<file path="src/design/ipr_map.svh">
// Register offsets, field positions and codes of the prioritizer
`ifndef IPR_MAP_SVH
`define IPR_MAP_SVH

// Register indices; byte address is four times the index
`define IPR_EN_IDX     10'h0A8
`define IPR_PRH_IDX    10'h0B7
`define IPR_PRL_IDX    10'h0B8
`define IPR_STAT_IDX   10'h0C0
`define IPR_MASK_IDX   10'h0C1
`define IPR_STATE_IDX  10'h0C2

// Reset values
`define IPR_EN_RST     8'h00
`define IPR_PRL_RST    8'h00
`define IPR_PRH_RST    8'h00
`define IPR_EV_RST     3'h0

// Field positions
`define IPR_GATE_BIT   7
`define IPR_EV_TAKE    0
`define IPR_EV_PREEMPT 1
`define IPR_EV_HOLD    2

// Source bit positions inside enable and priority registers
`define IPR_SRC_EXT0   3'h0
`define IPR_SRC_T0     3'h1
`define IPR_SRC_EXT1   3'h2
`define IPR_SRC_T1     3'h3
`define IPR_SRC_SER    3'h4
`define IPR_SRC_T2     3'h5
`define IPR_SRC_CA     3'h6

// Vector addresses
`define IPR_VEC_EXT0   8'h03
`define IPR_VEC_T0     8'h0B
`define IPR_VEC_EXT1   8'h13
`define IPR_VEC_T1     8'h1B
`define IPR_VEC_SER    8'h23
`define IPR_VEC_T2     8'h2B
`define IPR_VEC_CA     8'h33

// Bus answers
`define IPR_RESP_OKAY  2'h0
`define IPR_RESP_SLV   2'h2

`endif

</file>
<file path="src/design/ipr_pkg.sv">
// Types shared by the prioritizer modules
package ipr_pkg;
    typedef logic [1:0] ipr_lvl_t;

    typedef struct packed {
        logic       valid;
        ipr_lvl_t   level;
        logic [2:0] src;
    } ipr_grant_t;

    typedef struct packed {
        logic [3:0] mask;
        logic       any;
        ipr_lvl_t   top;
    } ipr_ins_t;
endpackage

</file>
<file path="src/design/ipr_top.sv">
// Four-level prioritizer with AXI4-Lite registers and CPU vector port
//
// Implementation choice: register access over AXI4-Lite.
`timescale 1ns/10ps
`include "ipr_map.svh"

// Overview of operation
// Seven request sources, each placed at one of four levels.
// Level is high bit and low bit together; 11 highest, 00 lowest.
// Grant an enabled request when no equal or higher level runs.
// Hold a request pending while an equal or higher level runs.
// Higher level preempts lower; lower resumes after higher returns.
// Ties go by poll order ext0,t0,ext1,t1,array,serial,t2 with vectors.
// Clear edge external and timer 0/1 flags on vectoring, no others.
// Per-source enable bit one admits the request, zero masks it.
// Enable bit 7 gates every source; bits 6..0 per source.
// Both priority registers share that bit layout; bit 7 unused.
module ipr_top (
    input  wire logic        clk,
    input  wire logic        resetn,
    input  wire logic [11:0] s_axi_awaddr,
    input  wire logic        s_axi_awvalid,
    output logic             s_axi_awready,
    input  wire logic [31:0] s_axi_wdata,
    input  wire logic [3:0]  s_axi_wstrb,
    input  wire logic        s_axi_wvalid,
    output logic             s_axi_wready,
    output logic [1:0]       s_axi_bresp,
    output logic             s_axi_bvalid,
    input  wire logic        s_axi_bready,
    input  wire logic [11:0] s_axi_araddr,
    input  wire logic        s_axi_arvalid,
    output logic             s_axi_arready,
    output logic [31:0]      s_axi_rdata,
    output logic [1:0]       s_axi_rresp,
    output logic             s_axi_rvalid,
    input  wire logic        s_axi_rready,
    input  wire logic [6:0]  src_req,
    input  wire logic [1:0]  ext_edge_mode,
    input  wire logic        vector_ack,
    input  wire logic        handler_return,
    output logic             irq_req,
    output logic [7:0]       irq_vector,
    output logic [6:0]       flag_clear,
    output logic             irq
);
    // Register select codes
    localparam logic [2:0] SEL_NONE  = 3'h0;
    localparam logic [2:0] SEL_EN    = 3'h1;
    localparam logic [2:0] SEL_PRL   = 3'h2;
    localparam logic [2:0] SEL_PRH   = 3'h3;
    localparam logic [2:0] SEL_STAT  = 3'h4;
    localparam logic [2:0] SEL_MASK  = 3'h5;
    localparam logic [2:0] SEL_STATE = 3'h6;

    logic [7:0]          interrupt_enable;
    logic [7:0]          priority_lower_bits;
    logic [7:0]          priority_upper_bits;
    logic [2:0]          ev_status;
    logic [2:0]          ev_mask;
    logic [2:0]          ev_now;
    logic [6:0]          active;
    logic                grant_ok;
    logic                take;
    logic                wr_go;
    logic                rd_go;
    logic [2:0]          wr_sel;
    logic [2:0]          rd_sel;
    logic [7:0]          rd_byte;
    ipr_pkg::ipr_grant_t win;
    ipr_pkg::ipr_grant_t offer;
    ipr_pkg::ipr_ins_t   ins;

    // Word address to register select
    function automatic logic [2:0] reg_sel(input logic [11:0] a);
        case (a[11:2])
            `IPR_EN_IDX:    reg_sel = SEL_EN;
            `IPR_PRL_IDX:   reg_sel = SEL_PRL;
            `IPR_PRH_IDX:   reg_sel = SEL_PRH;
            `IPR_STAT_IDX:  reg_sel = SEL_STAT;
            `IPR_MASK_IDX:  reg_sel = SEL_MASK;
            `IPR_STATE_IDX: reg_sel = SEL_STATE;
            default:        reg_sel = SEL_NONE;
        endcase
    endfunction

    // Vector address of a source bit
    function automatic logic [7:0] vec_of(input logic [2:0] b);
        case (b)
            `IPR_SRC_EXT0: vec_of = `IPR_VEC_EXT0;
            `IPR_SRC_T0:   vec_of = `IPR_VEC_T0;
            `IPR_SRC_EXT1: vec_of = `IPR_VEC_EXT1;
            `IPR_SRC_T1:   vec_of = `IPR_VEC_T1;
            `IPR_SRC_SER:  vec_of = `IPR_VEC_SER;
            `IPR_SRC_T2:   vec_of = `IPR_VEC_T2;
            default:       vec_of = `IPR_VEC_CA;
        endcase
    endfunction

    // Flags the hardware clears when a source is vectored
    function automatic logic [6:0] hw_clear(input logic [2:0] b,
                                            input logic [1:0] edge_m);
        hw_clear = 7'h00;
        case (b)
            `IPR_SRC_EXT0: hw_clear[b] = edge_m[0];
            `IPR_SRC_EXT1: hw_clear[b] = edge_m[1];
            `IPR_SRC_T0:   hw_clear[b] = 1'b1;
            `IPR_SRC_T1:   hw_clear[b] = 1'b1;
            default:       hw_clear    = 7'h00;
        endcase
    endfunction

    // Enable gating: global gate and per-source bits
    assign active = src_req & interrupt_enable[6:0]
                  & {7{interrupt_enable[`IPR_GATE_BIT]}};

    // Winner over seven sources and four levels
    ipr_arbiter u_arb (
        .active  (active),
        .lo_bits (priority_lower_bits[6:0]),
        .hi_bits (priority_upper_bits[6:0]),
        .win     (win)
    );

    // Nesting record of levels in service
    ipr_in_service u_ins (
        .clk        (clk),
        .resetn     (resetn),
        .push       (take),
        .push_level (offer.level),
        .pop        (handler_return),
        .st         (ins)
    );

    // Grant only above every level already in service
    assign grant_ok = win.valid && (!ins.any || win.level > ins.top);
    assign take     = vector_ack && offer.valid;
    assign irq_req  = offer.valid;

    // Offer register; dropped for the cycle after the CPU takes it
    always_ff @(posedge clk or negedge resetn)
    begin
        if (!resetn)
            offer <= '0;
        else if (take)
            offer <= '0;
        else if (grant_ok)
            offer <= win;
        else
            offer <= '0;
    end

    // Vector of the offered source
    always_ff @(posedge clk or negedge resetn)
    begin
        if (!resetn)
            irq_vector <= 8'h00;
        else if (grant_ok && !take)
            irq_vector <= vec_of(win.src);
    end

    // One-cycle clear pulses to the sources after vectoring
    always_ff @(posedge clk or negedge resetn)
    begin
        if (!resetn)
            flag_clear <= 7'h00;
        else if (take)
            flag_clear <= hw_clear(offer.src, ext_edge_mode);
        else
            flag_clear <= 7'h00;
    end

    // Events: vector taken, preemption, request held back
    assign ev_now[`IPR_EV_TAKE]    = take;
    assign ev_now[`IPR_EV_PREEMPT] = take && ins.any;
    assign ev_now[`IPR_EV_HOLD]    = win.valid && !grant_ok;

    // Bus handshakes
    assign wr_go         = s_axi_awvalid && s_axi_wvalid && !s_axi_bvalid;
    assign s_axi_awready = wr_go;
    assign s_axi_wready  = wr_go;
    assign rd_go         = s_axi_arvalid && !s_axi_rvalid;
    assign s_axi_arready = !s_axi_rvalid;
    assign wr_sel        = reg_sel(s_axi_awaddr);
    assign rd_sel        = reg_sel(s_axi_araddr);

    // Enable, priority and event mask registers
    always_ff @(posedge clk or negedge resetn)
    begin
        if (!resetn)
        begin
            interrupt_enable    <= `IPR_EN_RST;
            priority_lower_bits <= `IPR_PRL_RST;
            priority_upper_bits <= `IPR_PRH_RST;
            ev_mask             <= `IPR_EV_RST;
        end
        else if (wr_go && s_axi_wstrb[0])
        begin
            case (wr_sel)
                SEL_EN:   interrupt_enable <= s_axi_wdata[7:0];
                SEL_PRL:  priority_lower_bits <= {1'b0, s_axi_wdata[6:0]};
                SEL_PRH:  priority_upper_bits <= {1'b0, s_axi_wdata[6:0]};
                SEL_MASK: ev_mask <= s_axi_wdata[2:0];
                default:  ev_mask <= ev_mask;
            endcase
        end
    end

    // Sticky event status; write one clears, a new event wins
    always_ff @(posedge clk or negedge resetn)
    begin
        if (!resetn)
            ev_status <= `IPR_EV_RST;
        else if (wr_go && s_axi_wstrb[0] && wr_sel == SEL_STAT)
            ev_status <= (ev_status & ~s_axi_wdata[2:0]) | ev_now;
        else
            ev_status <= ev_status | ev_now;
    end

    // Level interrupt from unmasked status
    assign irq = |(ev_status & ev_mask);

    // Write response
    always_ff @(posedge clk or negedge resetn)
    begin
        if (!resetn)
        begin
            s_axi_bvalid <= 1'b0;
            s_axi_bresp  <= `IPR_RESP_OKAY;
        end
        else if (wr_go)
        begin
            s_axi_bvalid <= 1'b1;
            s_axi_bresp  <= (wr_sel == SEL_NONE || wr_sel == SEL_STATE)
                          ? `IPR_RESP_SLV : `IPR_RESP_OKAY;
        end
        else if (s_axi_bready)
            s_axi_bvalid <= 1'b0;
    end

    // Read data selection
    always_comb
    begin
        case (rd_sel)
            SEL_EN:    rd_byte = interrupt_enable;
            SEL_PRL:   rd_byte = priority_lower_bits;
            SEL_PRH:   rd_byte = priority_upper_bits;
            SEL_STAT:  rd_byte = {5'h00, ev_status};
            SEL_MASK:  rd_byte = {5'h00, ev_mask};
            SEL_STATE: rd_byte = {offer.valid, offer.src, ins.mask};
            default:   rd_byte = 8'h00;
        endcase
    end

    // Read response
    always_ff @(posedge clk or negedge resetn)
    begin
        if (!resetn)
        begin
            s_axi_rvalid <= 1'b0;
            s_axi_rdata  <= 32'h0000_0000;
            s_axi_rresp  <= `IPR_RESP_OKAY;
        end
        else if (rd_go)
        begin
            s_axi_rvalid <= 1'b1;
            s_axi_rdata  <= {24'h00_0000, rd_byte};
            s_axi_rresp  <= (rd_sel == SEL_NONE)
                          ? `IPR_RESP_SLV : `IPR_RESP_OKAY;
        end
        else if (s_axi_rready)
            s_axi_rvalid <= 1'b0;
    end
endmodule

</file>
<file path="src/design/ipr_arbiter.sv">
// Level and polling-order winner selection over seven sources
`timescale 1ns/10ps
`include "ipr_map.svh"
module ipr_arbiter (
    input  wire logic [6:0]     active,
    input  wire logic [6:0]     lo_bits,
    input  wire logic [6:0]     hi_bits,
    output ipr_pkg::ipr_grant_t win
);
    ipr_pkg::ipr_lvl_t lvl [7];

    // Polling slot to source bit
    function automatic logic [2:0] poll_bit(input logic [2:0] slot);
        case (slot)
            3'h4:    poll_bit = `IPR_SRC_CA;
            3'h5:    poll_bit = `IPR_SRC_SER;
            3'h6:    poll_bit = `IPR_SRC_T2;
            default: poll_bit = slot;
        endcase
    endfunction

    // Level of each source from its two priority bits
    genvar g;
    generate
        for (g = 0; g < 7; g++)
        begin : g_lvl
            assign lvl[g] = {hi_bits[g], lo_bits[g]};
        end
    endgenerate

    // Highest level wins, earliest poll slot breaks ties
    always_comb
    begin
        logic [2:0] b;
        b   = 3'h0;
        win = '0;
        for (int s = 6; s >= 0; s--)
        begin
            b = poll_bit(3'(s));
            if (active[b] && (!win.valid || lvl[b] >= win.level))
            begin
                win.valid = 1'b1;
                win.level = lvl[b];
                win.src   = b;
            end
        end
    end
endmodule

</file>
<file path="src/design/ipr_in_service.sv">
// Nesting record of handler levels currently in service
`timescale 1ns/10ps
module ipr_in_service (
    input  wire logic              clk,
    input  wire logic              resetn,
    input  wire logic              push,
    input  wire ipr_pkg::ipr_lvl_t push_level,
    input  wire logic              pop,
    output ipr_pkg::ipr_ins_t      st
);
    logic [3:0] ins;
    logic [3:0] next_ins;

    // Highest level present in a mask
    function automatic ipr_pkg::ipr_lvl_t top_of(input logic [3:0] m);
        top_of = m[3] ? 2'h3 : m[2] ? 2'h2 : m[1] ? 2'h1 : 2'h0;
    endfunction

    // Return drops the running level, a new grant adds its level
    always_comb
    begin
        next_ins = ins;
        if (pop && |ins)
            next_ins[top_of(ins)] = 1'b0;
        if (push)
            next_ins[push_level] = 1'b1;
    end

    // Record update
    always_ff @(posedge clk or negedge resetn)
    begin
        if (!resetn)
            ins <= 4'h0;
        else
            ins <= next_ins;
    end

    assign st.mask = ins;
    assign st.any  = |ins;
    assign st.top  = top_of(ins);
endmodule

</file>
<file path="config.mk">
export PLATFORM = sky130hd
export DESIGN_NAME = ipr_top
export DESIGN_NICKNAME = d
export VERILOG_FILES = /design/src/design/ipr_pkg.sv /design/src/design/ipr_top.sv /design/src/design/ipr_arbiter.sv /design/src/design/ipr_in_service.sv
export VERILOG_INCLUDE_DIRS = /design/src /design/src/design
export SDC_FILE = /design/constraint.sdc
export NUM_CORES = 1
export LEC_CHECK = 0
export BUFFER_PORTS_ARGS = -buffer_cell sky130_fd_sc_hd__buf_4
export CAP_MARGIN = 20
export CORE_MARGIN = 1
export CORE_UTILIZATION = 40
export CTS_BUF_LIST = sky130_fd_sc_hd__clkbuf_4 sky130_fd_sc_hd__clkbuf_8 sky130_fd_sc_hd__clkbuf_16
export CTS_CLUSTER_SIZE = 40
export DETAILED_ROUTE_END_ITERATION = 8
export HOLD_SLACK_MARGIN = 0.15
export PLACE_DENSITY = 0.69
export REMOVE_ABC_BUFFERS = 1
export SLEW_MARGIN = 20
export SYNTH_ARGS = -nofsm -noshare
export SYNTH_HDL_FRONTEND = slang
export SYNTH_SLANG_ARGS = --single-unit
</file>
<file path="constraint.sdc">
create_clock -name clk -period 10.05 [get_ports clk]
set_clock_uncertainty 0.1 [all_clocks]
set_input_delay 3.015 -clock clk [delete_from_list [all_inputs] [get_ports clk]]
set_output_delay 3.015 -clock clk [all_outputs]
set_load 0.005 [all_outputs]
</file>
# [Yosys cells after proc, flatten, opt, wreduce, memory -nomap -nowiden]
# Cells that the tools add are included.
[totals] word_cells=158 in_bits=78 regBits=67 output_inout_bits=58
[classes] bitwise_logic=12 n_reduce_logical=52 n_lt_le_gt_ge=13 n_eq_ne=32 n_mux=33
[op_table] op="10-bit by 8-bit == test with 1-bit output, second input constant" count=12
[op_table] op="6-bit two-way mux" count=9
[op_table] op="8-bit case mux with 6 select lines" count=1
[op_table] op="3-bit case mux with 6 select lines" count=2
[op_table] op="6-bit case mux with 6 select lines" count=1
[op_table] op="7-bit bitwise AND" count=4
[op_table] op="3-bit by 2-bit == test with 1-bit output, second input constant" count=8
[op_table] op="3-bit == test, second input constant" count=8
[op_table] op="7-bit case mux with 3 select lines" count=1
[op_table] op="1-bit logical AND" count=20
[op_table] op="3-bit by 1-bit == test with 1-bit output, second input constant" count=4
[op_table] op="2-bit greater-or-equal comparator" count=6
[op_table] op="3-bit logical NOT" count=4
[op_table] op="1-bit logical NOT" count=11
[op_table] op="1-bit logical OR" count=8
[op_table] op="1-bit two-way mux" count=8
[op_table] op="2-bit two-way mux" count=4
[op_table] op="4-bit two-way mux" count=2
[op_table] op="2-bit AND reduction" count=4
[op_table] op="7-bit two-way mux" count=1
[op_table] op="3-bit bitwise AND" count=2
[op_table] op="2-bit by 3-bit < comparator with 1-bit output, second input constant" count=2
[op_table] op="3-bit OR" count=2
[op_table] op="4-bit bitwise AND" count=1
[op_table] op="14 further kinds" count=17

# [Logic depth before layout (Yosys ltp)]
# Gate-level depths: netlist (run 1).
[depth] word_depth=34 depth_mapped=45 ltp_nobuf=43

# [By module]
# A second synthesis (run 1) with hierarchy kept.
[hier_totals] hier_cells=372 area_unflattened_um2=3801.1
[by_module_without_submodules] mod="ipr_top" cells_per_inst=267 instances=1 area_per_inst_um2=2982.9 seq_area_each_um2=1426.4
[by_module_without_submodules] mod="ipr_arbiter" cells_per_inst=84 instances=1 area_per_inst_um2=621.8 seq_area_each_um2=0.0
[by_module_without_submodules] mod="ipr_in_service" cells_per_inst=21 instances=1 area_per_inst_um2=196.4 seq_area_each_um2=100.1

# [Least setup slack after synthesis (run 1)]
# OpenSTA, ideal clock, no wires.
[synth_timing] path_type="input-to-reg" from="input port src_req[5]" to="register irq_vector[4]" arrival_ns=10.949 stages=42 slack_ns=-1.082 n_path_buf=1 t_required_ns=9.867 cell_sequence="nand2_1 nor3_1 ha_1 nand2b_1 a211oi_1 o22ai_1 and2_1 ha_1 nand2b_1 a211oi_1 or2_2 o21ai_0 nor2_1 ha_1 nand2b_1 a221oi_1 nor2_1 o31ai_1 [... 6 more ...] ha_1 a21o_1 o21ai_2 nor2_1 a31oi_1 ha_1 nand2b_1 a221o_1 and2_1 o21ai_0 a31oi_1 ha_1 nor2b_1 a2bb2oi_1 o211a_1 buf_2 nand3_1 o22ai_1"
[synth_via] elab_chain_cells=31 word_cells_on_any_way=44
[synth_lines] item="start, declared" line_no="ipr_top.sv:38" text="input wire logic [6:0] src_req,"
[synth_lines] item="7-bit bitwise AND * (2 in series)" line_no="ipr_top.sv:114" text="assign active = src_req & interrupt_enable[6:0]"
[synth_lines] item="6-bit two-way mux *" line_no="ipr_arbiter.sv:40" text="if (active[b] && (!win.valid || lvl[b] >= win.level))"
[synth_lines] item="2-bit greater-or-equal comparator / 1-bit logical NOT (equally long branches)" line_no="ipr_arbiter.sv:40"
[synth_lines] item="1-bit logical OR" line_no="ipr_arbiter.sv:40"
[synth_lines] item="1-bit logical AND" line_no="ipr_arbiter.sv:40"
[synth_lines] item="6-bit two-way mux *" line_no="ipr_arbiter.sv:40"
[synth_lines] item="2-bit greater-or-equal comparator / 1-bit logical NOT (equally long branches)" line_no="ipr_arbiter.sv:40"
[synth_lines] item="1-bit logical OR" line_no="ipr_arbiter.sv:40"
[synth_lines] item="[... 14 more ...]"
[synth_lines] item="2-bit greater-or-equal comparator / 1-bit logical NOT (equally long branches)" line_no="ipr_arbiter.sv:40"
[synth_lines] item="1-bit logical OR" line_no="ipr_arbiter.sv:40"
[synth_lines] item="1-bit logical AND" line_no="ipr_arbiter.sv:40"
[synth_lines] item="6-bit two-way mux *" line_no="ipr_arbiter.sv:40"
[synth_lines] item="2-bit > comparator" line_no="ipr_top.sv:136" text="assign grant_ok = win.valid && (!ins.any || win.level > ins.top);"
[synth_lines] item="1-bit logical OR" line_no="ipr_top.sv:136"
[synth_lines] item="1-bit logical AND" line_no="ipr_top.sv:136"
[synth_lines] item="1-bit logical AND" line_no="ipr_top.sv:158" text="else if (grant_ok && !take)"
[synth_lines] item="end signal, assigned" line_no="ipr_top.sv:159" text="irq_vector <= vec_of(win.src);"
[synth_lines] item="end, declared" line_no="ipr_top.sv:43" text="output logic [7:0] irq_vector,"
# Every way passes the cells marked *; elsewhere a longest branch is shown, timed or not.
# A chain may end at the register's enable or synchronous reset.

# [Worst setup path after layout (run 1)]
[layout_timing] from="input port src_req[5]" to="register irq_vector[1]"
[layout_via] elab_chain_cells=31 word_cells_on_any_way=37
[layout_lines] item="7-bit bitwise AND * (2 in series)" line_no="ipr_top.sv:114"
[layout_lines] item="6-bit two-way mux *" line_no="ipr_arbiter.sv:40"
[layout_lines] item="2-bit greater-or-equal comparator / 1-bit logical NOT (equally long branches)" line_no="ipr_arbiter.sv:40"
[layout_lines] item="1-bit logical OR" line_no="ipr_arbiter.sv:40"
[layout_lines] item="1-bit logical AND" line_no="ipr_arbiter.sv:40"
[layout_lines] item="6-bit two-way mux *" line_no="ipr_arbiter.sv:40"
[layout_lines] item="2-bit greater-or-equal comparator / 1-bit logical NOT (equally long branches)" line_no="ipr_arbiter.sv:40"
[layout_lines] item="1-bit logical OR" line_no="ipr_arbiter.sv:40"
[layout_lines] item="[... 14 more ...]"
[layout_lines] item="2-bit greater-or-equal comparator / 1-bit logical NOT (equally long branches)" line_no="ipr_arbiter.sv:40"
[layout_lines] item="1-bit logical OR" line_no="ipr_arbiter.sv:40"
[layout_lines] item="1-bit logical AND" line_no="ipr_arbiter.sv:40"
[layout_lines] item="6-bit two-way mux *" line_no="ipr_arbiter.sv:40"
[layout_lines] item="2-bit > comparator" line_no="ipr_top.sv:136"
[layout_lines] item="1-bit logical OR" line_no="ipr_top.sv:136"
[layout_lines] item="1-bit logical AND *" line_no="ipr_top.sv:136"
[layout_lines] item="1-bit logical AND *" line_no="ipr_top.sv:158"
# Marked as above.

==> results of run 1 <==
## worst max-delay path, delay by kind of cell
kind	cells	cell delay (ps)
AOI/OAI and AO/OA	17	3850
adders and majority gates	7	1650
buffers and inverters	5	630
and+or+nand+nor	14	1890
## placed cells by master, fill, tap and decap left out, types with 9 or more instances in the layout
master	instances
and3_1	10
o21ai_0	13
nand3_1	17
clkbuf_8	10
nor2_1	15
a21oi_1	9
buf_4	130
conb_1	32
dfrtp_1	61
nand2_1	25
mux2i_1	9
inv_1	24
mux2_1	13
## through the flow
stage	cell area [um^2]	cells	total power [W]	setup WS [ps]	setup TNS [ps]
5_1_grt	5590	673	0.000553	-1190	-12200
4_1_cts	5400	668	0.000534	-555	-4840
6_report	5590	673	0.000531	-882	-8580
3_5_place_dp	4770	630	0.000317	-1620	-16810
2_1_floorplan	3800	393	0.000277	-1070	-10800
3_3_place_gp	4770	630	0.000315	-1520	-15860
## path summary, 6_finish.rpt
check / endpoint / slack (ps) / cells after the start / start
worst min register to register: flag_clear[2] / 370 / 1 / offer[2]
min in group asynchronous: s_axi_rvalid / 2650 / 1 / resetn
worst min-delay path: flag_clear[2] / 370 / 1 / offer[2]
worst max-delay path: irq_vector[1] / -880 / 43 / src_req[5]
max in group asynchronous: irq_vector[3] / 6690 / 1 / resetn
worst max register to register: irq_vector[1] / 1280 / 42 / interrupt_enable[5]
## power by group through the flow
stage	Combinational, W	Sequential [W]	Clock (W)
global route	0.0000661	0.000255	0.000232
global placement	0.0000559	0.000259	0
floorplan	0.0000175	0.000260	0
detailed placement	0.0000574	0.000260	0
finish	0.0000592	0.000255	0.000216
CTS	0.0000587	0.000255	0.000220
## sequential cells by signal, indices dropped and copies added (netlist names), 3 cells and up
signal               flops
priority_upper_bits      7
ev_mask                  3
u_ins.ins                4
irq_vector               4
priority_lower_bits      7
offer                    5
flag_clear               7
ev_status                3
s_axi_rdata              8
interrupt_enable         8
## kinds of logic after synthesis
family | Yosys count | synth area share
mux | 33 | 0.0995
simple gates | 130 | 0.189
buf+inv | 62 | 0.0919
other cells | 1 | 0.000947
compound gates | 99 | 0.189
flops | 61 | 0.385
fa+ha+maj | 14 | 0.0442
## area by class of cell
type	count	area (um^2)
Timing Repair Buffer	137	1060
Inverter	24	90.1
Clock buffer	12	153
Multi-Input combinational cell	308	2570
Fill cell	793	3820
Tap cell	129	161
Sequential cell	61	1530
Clock inverter	2	35.0
## timing repair
item | 4_1_cts | 5_1_grt
endpoints found under the setup margin | 11 | 11
resized for setup | 46 | 28
setup buffers | 25 | 5
pin swaps | 36 | 35
## layer usage
layer | vias up | track usage | share of wire
met4 | 0 | 0.0769 | 0.020
met3 | 21 | 0.0435 | 0.046
met5 | - | 0 | 0
li1 | 1708 | - | -
met1 | 1788 | 0.279 | 0.42
met2 | 136 | 0.398 | 0.52
==> impl_metrics.ini, run 1 <==
[synth]
yosys-top-cells-count = dfrtp_1 (61), buf_4 (32), nand2_1 (28)
synth_area_leaders = dfrtp_1 (39%), buf_4 (6.1%), ha_1 (4.4%), mux2_1 (3.7%), nand2_1 (2.7%)
yosysSeqAreaShare = 0.385
yosysMostFrequentCell = dfrtp_1
yosysTopAreaCellShare = 0.385
syn_avg_cell_area_um2 = 9.90
synth-edff-count = 0
yosys.cell_types.count = 77
synth_top_area_cell = dfrtp_1
yosys_warnings = 0
synth_seq_cells = 61
synthFlopType = dfrtp_1
netlist_area_um2 = 3960
netlist_instances = 400
ys_async_sr_fraction = 1.00

[clock_network]
clockRootBuffer = clkbuf_8
clk_path_buf_depth = 2
clk_latency_ps = 330
path_clk_slew_ps = 60
cts_hold_buffers = 0
cts_buffers = 9
cts_max_level = 3
cts_tree = built
clock-sinks = 61

[power]
internal-power_w = 0.000404
seq_power_share = 0.481
p_leak_nw = 2.66
peakVddDrop_uv = 47.6
power_switching_w = 0.000127
comb_power_share = 0.112
p_clk_frac = 0.408
swShare = 0.239
p_per_area_nw_per_um2 = 94.9

[detailed_routing]
vias_per_cell = 5.43
dr.first_iter.drc_count = 205
wl_per_cell_um = 16.9
ant_nets = 0
wl_um = 11400
via_count = 3653
firstDrtPassIters = 4
drc = 0

[global_route]
grt_pass1_wl_um = 17900
grt_antenna_before_repair = 0
grt_overflow = 0
track_usage = 0.227
first_global_vias = 3703
grt_max_degree = 62

[sta]
slew-limit-headroom = 0.315
period_share = 1.09
fin_crit_ps = 10930
tightest_slew_ps = 1030
rsz0062_at_grt = true
setup_viol = 11
setup_ws_ps = -882
holdWs_ps = 369
fmax_mhz = 91.5
maxSlewViolCount = 0
hold_viol_final = 0

[layout]
final_core_utilization = 0.594
num_antenna_cells = 0
drive_above_1_share = 0.412
syn_to_final_growth_pct = 41.2
nNetsFinal = 633

[status]
violations = setup timing
status = finished with violations

[flow_run]
drv_cap = 0

[floorplanning]
die_w_um = 102
die_h_um = 102
core_um2 = 9420
row_count = 35
initial_utilization = 0.421
die_area_um2 = 10300
io-pin-count = 136

[worst_setup_path]
endpoint_kind = register
critPathSlowestCell = a221o_2
worstSetupPathType = in2reg
path_max_fanout = 6
crit_top_cell = ha_1
required_ps = 10170
crit_arrival_ps = 11050
worstSetupStartpointType = input port
slowest_delay_ps = 420

[placed_design]
io_buffers = 75
place_congestion = 0.892
place_hpwl_um = 7690

[min_path]
hold_path.class = reg2reg
No activity file was read; power rests on OpenSTA's default activity.
==> run 2: changes to the inputs <==
==> constraint.sdc (replaced) <==
create_clock -name clk -period 10.05 [get_ports clk]
set_clock_uncertainty 0.1 [all_clocks]
set_input_delay 1.005 -clock clk [delete_from_list [all_inputs] [get_ports clk]]
set_output_delay 1.005 -clock clk [all_outputs]
set_load 0.005 [all_outputs]
==> impl_metrics.ini, run 2 (synthesized netlist as in run 1, its figures left out) <==
[status]
status = completed

[power]
p_leak_nw = 2.24
power_switching_w = 0.000137
peakVddDrop_uv = 86.3
seq_power_share = 0.416
p_per_area_nw_per_um2 = 124
swShare = 0.224
p_clk_frac = 0.492
internal-power_w = 0.000475
comb_power_share = 0.092

[detailed_routing]
wl_um = 9800
dr.first_iter.drc_count = 158
wl_met3_um = 544
ant_nets = 0
vias_per_cell = 5.37
top_layer_used = met4
wl_met1_um = 4360
via_count = 3360
drc = 0
route.met2.wl_um = 4790
firstDrtPassIters = 5
wl_per_cell_um = 15.7

[global_route]
grt_max_degree = 62
first_global_vias = 3334
grt_antenna_before_repair = 0
grt_pass1_wl_um = 16300
grt_overflow = 0
track_usage = 0.206

[clock_network]
path_clk_slew_ps = 80
clk_path_buf_depth = 2
clockRootBuffer = clkbuf_8
cts_buffers = 9
cts_max_level = 3
clock-sinks = 61
postCtsSetupRepairBufs = 0
ctsResizeCount = 0
clk_latency_ps = 350
cts_hold_buffers = 0
cts_tree = built

[min_path]
hold_depth = 2
hold_path.class = reg2reg

[layout]
fin_cells = 626
syn_to_final_growth_pct = 24.1
layout.cells.most_common = buf_4
num_antenna_cells = 0
drive_above_1_share = 0.274
final_core_utilization = 0.522
final_cell_mix = buf_4 (88), dfrtp_1 (61), conb_1 (32)
reg_top3 = interrupt_enable x8, s_axi_rdata x8
nNetsFinal = 584

[floorplanning]
io-pin-count = 136
core_um2 = 9420
die_h_um = 102
initial_utilization = 0.421
die_area_um2 = 10300
row_count = 35
die_w_um = 102

[sta]
hold_viol_final = 0
fmax_mhz = 107
fin_crit_ps = 9350
fin_tns_setup_ps = 0
slew-limit-headroom = 0.389
rsz0062_at_grt = false
setup_viol = 0
period_share = 0.931
tightest_slew_ps = 916
maxSlewViolCount = 0

[worst_setup_path]
crit_top_cell = ha_1
worstSetupStartpointType = input port
worstSetupPathType = in2reg
path_max_fanout = 6
crit_arrival_ps = 9520
slowest_delay_ps = 390
critPathSlowestCell = a221o_1
required_ps = 10220
reg2regPathDepth = 44
endpoint_kind = register

[flow_run]
drv_cap = 0

[placed_design]
place_hpwl_um = 7490
io_buffers = 75
numPlacedInstances = 610
place_congestion = 0.937
==> run 2: worst paths after layout <==
kind | from | endpoint | slack [ps]
worst max-delay path | src_req[5] | irq_vector[4] | 700
worst min-delay path | s_axi_rdata[3] | s_axi_rdata[3] | 380
worst max register to register | interrupt_enable[5] | irq_vector[4] | 940
worst min register to register | s_axi_rdata[3] | s_axi_rdata[3] | 380
max in group asynchronous | resetn | priority_upper_bits[6] | 8730
min in group asynchronous | resetn | s_axi_rresp[1] | 620
==> run 2: critical path: cells and delay by family <==
kind | cells | cell delay, ps
simple gates | 18 | 2530
buf+inv | 3 | 470
compound gates | 17 | 3680
fa+ha+maj | 7 | 1830
==> run 2: area by class of cell <==
class                           count  area [um^2]
Tap cell                          129          161
Multi-Input combinational cell    308         2200
Sequential cell                    61         1530
Inverter                           24         90.1
Clock buffer                       10          138
Fill cell                         879         4500
Clock inverter                      6          134
Timing Repair Buffer               88          661
==> run 2: power by group through the flow <==
stage,clock (W),combinational (W),sequential (W)
floorplan,0,0.0000175,0.000260
global placement,0,0.0000549,0.000259
detailed placement,0,0.0000561,0.000259
CTS,0.000304,0.0000564,0.000255
global route,0.000317,0.0000629,0.000255
finish,0.000301,0.0000560,0.000255
==> run 2: per-layer routing <==
layer | vias up | global-route usage
li1 | 1618 | -
met2 | 107 | 0.346
met3 | 9 | 0.0455
met1 | 1626 | 0.263
met5 | - | 0
met4 | 0 | 0.0713
==> run 2: per-stage QoR <==
stage / setup WS (ps) / total power, W / area (um^2) / hold slack (ps)
3_5_place_dp: 170 / 0.000316 / 4620 / 376
6_report: 696 / 0.000612 / 4910 / 384
2_1_floorplan: 939 / 0.000277 / 3800 / 330
5_1_grt: 25.5 / 0.000636 / 4910 / 398
4_1_cts: 468 / 0.000615 / 4900 / 386
3_3_place_gp: 322 / 0.000314 / 4620 / 365
